`src/pcrt_pkg.sv`:
```
package pcrt_pkg;
    // --------------------------------------------------------------
    // Geometry
    // --------------------------------------------------------------
    localparam int STAGES   = 3;
    localparam int BUF_DEPTH = 2;
    localparam int BUF_PTR_W = 1;
    // --------------------------------------------------------------
    // Reset values and counter constants
    // --------------------------------------------------------------
    localparam logic [STAGES-1:0] SHIFT_RST = 3'h0;
    localparam logic              COMP_RST  = 1'h0;
    localparam logic              AUX_RST   = 1'h0;
    localparam logic [1:0]        CNT_ZERO  = 2'h0;
    localparam logic [1:0]        CNT_ONE   = 2'h1;
    localparam logic [1:0]        CNT_FULL  = 2'h2;
    // --------------------------------------------------------------
    // Timing, informative
    // --------------------------------------------------------------
    localparam int CLK_PERIOD_PS  = 4000;
    localparam int AUX_WIDTH_PS   = 1736000;
    localparam int AUX_PERIOD_PS  = 125000000;
    localparam int AUX_WIDTH_CYC  = AUX_WIDTH_PS / CLK_PERIOD_PS;
    localparam int AUX_PERIOD_CYC = AUX_PERIOD_PS / CLK_PERIOD_PS;
endpackage

```
`src/pcrt_buf.sv`:
```
`timescale 1ns/1ps
module pcrt_buf (
    // Clock and reset
    input  wire logic                     core_clk,
    input  wire logic                     rst,
    // Fill side
    input  wire logic                     in_valid,
    output logic                          in_ready,
    input  wire logic [pcrt_pkg::STAGES-1:0] in_data,
    // Drain side
    output logic                          out_valid,
    input  wire logic                     out_ready,
    output logic [pcrt_pkg::STAGES-1:0]   out_data
);
    // --------------------------------------------------------------
    // Storage
    // --------------------------------------------------------------
    logic [pcrt_pkg::STAGES-1:0] mem_reg [pcrt_pkg::BUF_DEPTH];
    logic [pcrt_pkg::BUF_PTR_W-1:0] wr_reg;
    logic [pcrt_pkg::BUF_PTR_W-1:0] rd_reg;
    logic [1:0]                     cnt_reg;
    logic                           push;
    logic                           pop;

    assign in_ready  = (cnt_reg != pcrt_pkg::CNT_FULL);
    assign out_valid = (cnt_reg != pcrt_pkg::CNT_ZERO);
    assign out_data  = mem_reg[rd_reg];
    assign push      = in_valid && in_ready;
    assign pop       = out_valid && out_ready;

    always_ff @(posedge core_clk or posedge rst) begin
        if (rst) begin
            mem_reg[0] <= pcrt_pkg::SHIFT_RST;
            mem_reg[1] <= pcrt_pkg::SHIFT_RST;
        end else if (push) begin
            mem_reg[wr_reg] <= in_data;
        end
    end

    always_ff @(posedge core_clk or posedge rst) begin
        if (rst) begin
            wr_reg  <= '0;
            rd_reg  <= '0;
            cnt_reg <= pcrt_pkg::CNT_ZERO;
        end else begin
            if (push)
                wr_reg <= wr_reg + 1'b1;
            if (pop)
                rd_reg <= rd_reg + 1'b1;
            if (push && !pop)
                cnt_reg <= cnt_reg + pcrt_pkg::CNT_ONE;
            else if (pop && !push)
                cnt_reg <= cnt_reg - pcrt_pkg::CNT_ONE;
        end
    end
endmodule

```
`src/pcrt_retimer.sv`:
```
`timescale 1ns/1ps
module pcrt_retimer (
    // Clock and reset
    input  wire logic core_clk,
    input  wire logic rst,
    // Compander control
    input  wire logic compander_reset,
    input  wire logic sixth_timing_phase,
    output logic      inverted_sixth_phase,
    output logic      amp_path_sel,
    output logic      atten_path_sel,
    // Coder decision bits
    input  wire logic bit_true_line,
    input  wire logic bit_false_line,
    // Retimer strobes
    input  wire logic in_shift,
    input  wire logic word_xfer,
    input  wire logic out_shift,
    // Retimed PCM
    output logic      pcm_true,
    output logic      pcm_comp,
    output logic      xfer_ready,
    // Frame-rate auxiliary
    input  wire logic address_pulse,
    input  wire logic sampling_clk_en,
    output logic      frame_rate_aux_pulse
);
    // --------------------------------------------------------------
    // Compander state
    // --------------------------------------------------------------
    logic comp_reg;

    // Sixth phase is inverted combinationally, not held to the clock edge
    assign inverted_sixth_phase = !sixth_timing_phase;

    // Reset wins over set: a late attenuate decision must not be lost
    always_ff @(posedge core_clk or posedge rst) begin
        if (rst)
            comp_reg <= pcrt_pkg::COMP_RST;
        else if (compander_reset)
            comp_reg <= 1'b0;
        else if (!inverted_sixth_phase)
            comp_reg <= comp_reg;
        else
            comp_reg <= 1'b1;
    end

    assign amp_path_sel   = comp_reg;
    assign atten_path_sel = !comp_reg;

    // --------------------------------------------------------------
    // Input register
    // --------------------------------------------------------------
    logic [pcrt_pkg::STAGES-1:0] in_reg;
    logic                        in_bit;
    logic                        buf_in_ready;
    logic                        buf_out_valid;
    logic                        load_out;
    logic [pcrt_pkg::STAGES-1:0] buf_data;

    // Coder supplies a complementary pair; the bit is set only when the true line is high and the false line low
    assign in_bit = bit_true_line && !bit_false_line;

    // Transfer and input shift never share a cycle, so no priority needed
    always_ff @(posedge core_clk or posedge rst) begin
        if (rst)
            in_reg <= pcrt_pkg::SHIFT_RST;
        else if (in_shift)
            in_reg <= {in_reg[pcrt_pkg::STAGES-2:0], in_bit};
    end

    // --------------------------------------------------------------
    // Transfer buffer
    // --------------------------------------------------------------
    // A transfer while the buffer is full is dropped; xfer_ready warns
    assign xfer_ready = buf_in_ready;

    pcrt_buf u_buf (
        .core_clk  (core_clk),
        .rst       (rst),
        .in_valid  (word_xfer),
        .in_ready  (buf_in_ready),
        .in_data   (in_reg),
        .out_valid (buf_out_valid),
        .out_ready (load_out),
        .out_data  (buf_data)
    );

    // --------------------------------------------------------------
    // Output register
    // --------------------------------------------------------------
    logic [pcrt_pkg::STAGES-1:0] out_reg;
    logic [1:0]                  left_reg;

    // Load only when the previous half-word has fully left
    assign load_out = buf_out_valid && (left_reg == pcrt_pkg::CNT_ZERO) && !out_shift;

    always_ff @(posedge core_clk or posedge rst) begin
        if (rst) begin
            out_reg  <= pcrt_pkg::SHIFT_RST;
            left_reg <= pcrt_pkg::CNT_ZERO;
        end else if (load_out) begin
            out_reg  <= buf_data;
            left_reg <= 2'(pcrt_pkg::STAGES);
        end else if (out_shift) begin
            out_reg  <= {out_reg[pcrt_pkg::STAGES-2:0], 1'b0};
            if (left_reg != pcrt_pkg::CNT_ZERO)
                left_reg <= left_reg - pcrt_pkg::CNT_ONE;
        end
    end

    assign pcm_true = out_reg[pcrt_pkg::STAGES-1];
    assign pcm_comp = !out_reg[pcrt_pkg::STAGES-1];

    // --------------------------------------------------------------
    // Frame-rate auxiliary pulse
    // --------------------------------------------------------------
    logic aux_reg;

    // Width and period follow the address pulse as sampled when sampling_clk_en is high
    always_ff @(posedge core_clk or posedge rst) begin
        if (rst)
            aux_reg <= pcrt_pkg::AUX_RST;
        else if (sampling_clk_en)
            aux_reg <= address_pulse;
    end

    assign frame_rate_aux_pulse = aux_reg;
endmodule

```
`config.mk`:
```
export PLATFORM = sky130hd
export DESIGN_NAME = pcrt_retimer
export DESIGN_NICKNAME = d
export VERILOG_FILES = /design/src/pcrt_pkg.sv /design/src/pcrt_buf.sv /design/src/pcrt_retimer.sv
export SDC_FILE = /design/constraint.sdc
export NUM_CORES = 1
export LEC_CHECK = 0
export BUFFER_PORTS_ARGS = -buffer_cell sky130_fd_sc_hd__buf_4
export CORE_UTILIZATION = 30
export DETAILED_ROUTE_END_ITERATION = 8
export SYNTH_ARGS = -nofsm -noshare
export SYNTH_HDL_FRONTEND = slang
export SYNTH_SLANG_ARGS = --single-unit
```
`constraint.sdc`:
```
create_clock -name core_clk -period 2.5 [get_ports core_clk]
set_input_delay 0.25 -clock core_clk [delete_from_list [all_inputs] [get_ports core_clk]]
set_output_delay 0.25 -clock core_clk [all_outputs]
set_load 0.05 [all_outputs]
```
==> impl_results.rst <==
.. list-table::
   :header-rows: 1

   * - Metric
     - Value
   * - Result of the run
     - finished, violations left
   * - Violated checks
     - design-rule violations
   * - Fraction of layout instances using a drive strength above 1
     - 33.70%
   * - Routed WL per cell
     - 11.66 um
   * - Vertical extent of the die
     - 57.71 um
   * - Normalized max-slew margin
     - 49.87%
   * - Area share of the largest cell type after synthesis
     - 53.76%
   * - Count of boundary I/O pins
     - 18
   * - Max Clock Skew
     - 0.0003527 ns
   * - Post-CTS Repair Setup Buffers
     - 0
   * - Internal
     - 0.7875 mW
   * - Max clock buf depth
     - 2
   * - Fraction of power consumed by sequential logic
     - 43.2%
   * - CP cell instances
     - inv_1 > ha_1 > o21a_1 > nand2b_1 > ha_1 > nor2_1 > xor2_1
   * - X dimension of the die
     - 57.71 um
   * - Maximum vdd drop
     - 381.7 uV
   * - Area added between synthesis and finish
     - 20.83%
   * - Estimated wirelength of the detail-placed design
     - 1117 um
   * - Period utilisation layout
     - 69.93%
   * - First-pass iteration count of the detailed router
     - 8
   * - Clock-pin slew on the worst setup and hold paths
     - 0.11 ns
   * - GRT Residual Overflow
     - 0
   * - Synthesized area per cell
     - 12.75 sq um
   * - Clk_lat worst skew
     - 0.30 ns
   * - First-iteration detailed-routing DRC count
     - 18
   * - Number of port buffers
     - 17
   * - DR vias
     - 579
   * - Placer's final routability congestion estimate
     - 0.7171
   * - Final-report max-slew violation count
     - 0
   * - Syn Nets
     - 86
   * - Max FFs per register
     - 6
   * - Total of max-cap violations
     - 0
   * - Number of synthesized register bits
     - 20
   * - Tightest Pin Transition
     - 0.7512 ns
   * - Leak
     - 0.5549 nW
   * - CTS buffer count
     - 3
   * - Number of H-tree branching levels
     - 1
   * - CTS root buffer
     - sky130_fd_sc_hd__clkbuf_4
   * - Vias in the first global route
     - 574
   * - Post-route setup TNS
     - 0 ns
   * - Fillcell total
     - 294
   * - Startpoint class of the critical path
     - flip-flop
   * - Tightest Hold Check Type
     - in -> async
   * - Max frequency
     - 0.5720 GHz
   * - Count of unresolved DRC violations after routing
     - 1
   * - PD cells
     - 1127 mW/mm^2
   * - Initial Utilization
     - 32.63%
   * - Share of power burned in the clock network
     - 14.8%
   * - Drt via density
     - 4.707
   * - Total track usage
     - 10.20%
   * - Clock sink total
     - 20
   * - Hold_buf cts
     - 0
   * - Hold Violations, Final
     - 0
   * - Delay of the slowest cell on the worst path
     - 0.42 ns
   * - Final WL
     - 1434 um
   * - Type of the setup path with the least slack
     - reg -> reg
   * - Final core utilization
     - 39.43%
   * - Logic pwr share
     - 42.0%
   * - CTS tree
     - done
   * - First-pass GRT wire length
     - 2553 um
   * - Top cells by area, synth
     - sky130_fd_sc_hd__dfrtp_1, sky130_fd_sc_hd__mux2_4, sky130_fd_sc_hd__mux2i_1
   * - Count of antenna-violating nets left after detailed routing
     - 0
   * - Delay-heaviest family, CP
     - adder cells
   * - Max FO, Critical Path
     - 6
   * - Number of cells upsized or downsized after cts
     - 0
   * - Total Die Area
     - 0.003330 sq mm
   * - Number of buffers and inverters on the critical path
     - 1
   * - Final setup violation count
     - 0
   * - Num rows
     - 19
   * - Core area
     - 0.002853 sq mm
   * - Critical path's most frequent cell
     - sky130_fd_sc_hd__ha_1
   * - Net load switching power
     - 0.4797 mW
   * - Unrepaired setup endpoints after global routing
     - no
   * - Diodes inserted
     - 0
   * - Initial antenna violation count
     - 0
   * - Net Sw Frac
     - 37.86%
   * - Yosys warnings
     - 0
   * - Crit. End Element
     - flip-flop
   * - Number of distinct library cells after synthesis
     - 28
   * - Pin count of the biggest net entering global routing
     - 21
   * - Worst path required time
     - 2.73 ns
   * - Syn Inst Count
     - 73
   * - Data arrival, critical path
     - 1.98 ns
   * - Final-stage net count
     - 106
   * - Leading area contributor after synthesis
     - sky130_fd_sc_hd__dfrtp_1
   * - Cell with the largest stage delay on the worst path
     - sky130_fd_sc_hd__dfrtp_1
   * - Share of synthesized area occupied by flip-flops and latches
     - 53.76%
   * - Summed instance area of the synthesized netlist
     - 930.9 sq um
   * - Post-route minimum period
     - 1.748 ns
[placed cells by master, fill, tap and decap left out]
master / Yosys / layout
sky130_fd_sc_hd__a211oi_1: 2 / 2
sky130_fd_sc_hd__a21oi_1: 2 / 2
sky130_fd_sc_hd__and2_2: 1 / 1
sky130_fd_sc_hd__buf_4: 0 / 17
sky130_fd_sc_hd__clkbuf_4: 0 / 3
sky130_fd_sc_hd__clkbuf_8: 0 / 1
sky130_fd_sc_hd__dfrtp_1: 20 / 20
sky130_fd_sc_hd__ha_1: 2 / 2
sky130_fd_sc_hd__inv_1: 7 / 7
sky130_fd_sc_hd__mux2_1: 3 / 3
sky130_fd_sc_hd__mux2_2: 3 / 3
sky130_fd_sc_hd__mux2_4: 3 / 3
sky130_fd_sc_hd__mux2i_1: 4 / 4
sky130_fd_sc_hd__nand2_1: 3 / 3
sky130_fd_sc_hd__nand2b_1: 1 / 1
sky130_fd_sc_hd__nand2b_4: 1 / 1
sky130_fd_sc_hd__nand3_4: 1 / 1
sky130_fd_sc_hd__nand3b_4: 1 / 1
sky130_fd_sc_hd__nor2_1: 3 / 3
sky130_fd_sc_hd__nor2b_1: 1 / 1
sky130_fd_sc_hd__nor3_1: 1 / 1
sky130_fd_sc_hd__o21a_1: 1 / 1
sky130_fd_sc_hd__o21ai_0: 1 / 1
sky130_fd_sc_hd__o22ai_1: 1 / 1
sky130_fd_sc_hd__o311ai_0: 1 / 1
sky130_fd_sc_hd__o31ai_1: 1 / 1
sky130_fd_sc_hd__or3_1: 1 / 1
sky130_fd_sc_hd__xnor2_1: 2 / 2
sky130_fd_sc_hd__xor2_1: 4 / 4
[power groups by stage]
stage / Sequential, mW / Combinational (mW) / Clock (mW)
finish: 0.548 / 0.532 / 0.187
global route: 0.564 / 0.583 / 0.208
CTS: 0.550 / 0.541 / 0.198
detailed placement: 0.558 / 0.537 / 0
global placement: 0.551 / 0.526 / 0
floorplan: 0.557 / 0.413 / 0
[worst register-to-register path, cell delays in order, from the launching register on]
cell                       delay, ns
sky130_fd_sc_hd__dfrtp_1        0.42
sky130_fd_sc_hd__inv_1          0.06
sky130_fd_sc_hd__ha_1           0.21
sky130_fd_sc_hd__o21a_1         0.25
sky130_fd_sc_hd__nand2b_1       0.13
sky130_fd_sc_hd__ha_1           0.34
sky130_fd_sc_hd__nor2_1         0.14
sky130_fd_sc_hd__xor2_1         0.14
[cells in the mapped netlist, drive strengths merged]
cell	n
dfrtp	20
mux2	9
inv	7
mux2i	4
xor2	4
nand2	3
nor2	3
a211oi	2
a21oi	2
clkbuf	2
ha	2
nand2b	2
xnor2	2
and2	1
nand3	1
nand3b	1
nor2b	1
nor3	1
o21a	1
o21ai	1
o22ai	1
o311ai	1
o31ai	1
or3	1
[path summary, 6_finish.rpt]
kind | slack (ns) | start | depth (start not counted) | endpoint
max in group asynchronous | 1.96 | rst | 2 | u_buf.wr_reg
setup reg to reg | 0.75 | left_reg[0] | 7 | u_buf.cnt_reg[1]
setup / recovery | 0.75 | left_reg[0] | 7 | u_buf.cnt_reg[1]
hold reg to reg | 0.50 | out_reg[0] | 2 | out_reg[1]
hold / removal | 0.07 | rst | 2 | frame_rate_aux_pulse
min in group core_clk | 0.08 | compander_reset | 2 | amp_path_sel
[metrics by stage]
stage / worst slack, ns / std cells / cell area (sq um) / hold slack [ns] / total power [mW]
floorplan: 0.9038 / 73 / 930.9 / 0.2138 / 0.9696
global placement: 0.8239 / 119 / 1089 / 0.3993 / 1.078
detailed placement: 0.7528 / 119 / 1089 / 0.4046 / 1.095
CTS: 0.7317 / 123 / 1125 / 0.06350 / 1.289
global route: 0.6149 / 123 / 1125 / 0.05128 / 1.354
finish: 0.7517 / 123 / 1125 / 0.07159 / 1.267
[area by class of cell]
type,instances,area (sq um),share of cell area (%)
repair buffers,17,127.6,11.35
flip-flops and latches,20,500.5,44.49
inverters,7,26.28,2.336
clock buffers,4,36.28,3.226
well taps,31,38.79,3.448
multi-input cells,44,395.4,35.15
[cell families (layout without fill, tap and decap cells)]
| family | count (synthesis) | count (layout) | share of synthesized area, % |
|---|---|---|---|
| flops | 20 | 20 | 53.76 |
| mux | 13 | 13 | 16.40 |
| compound gates | 9 | 9 | 6.452 |
| buf+inv | 9 | 28 | 3.763 |
| simple gates | 14 | 14 | 11.29 |
| xor+xnor | 6 | 6 | 5.645 |
| fa+ha+maj | 2 | 2 | 2.688 |
[metal layers]
| layer | global-route usage [%] | wire length [um] | share of wire [%] | up-vias |
|---|---|---|---|---|
| met5 | 0 | 0 | 0 | - |
| met4 | 3.061 | 10 | 0.70 | 0 |
| met3 | 4.911 | 90 | 6.3 | 2 |
| met2 | 16.28 | 666 | 46 | 16 |
| met1 | 12.27 | 667 | 47 | 274 |
| li1 | - | - | - | 287 |
(Power assumes the default switching activity.)
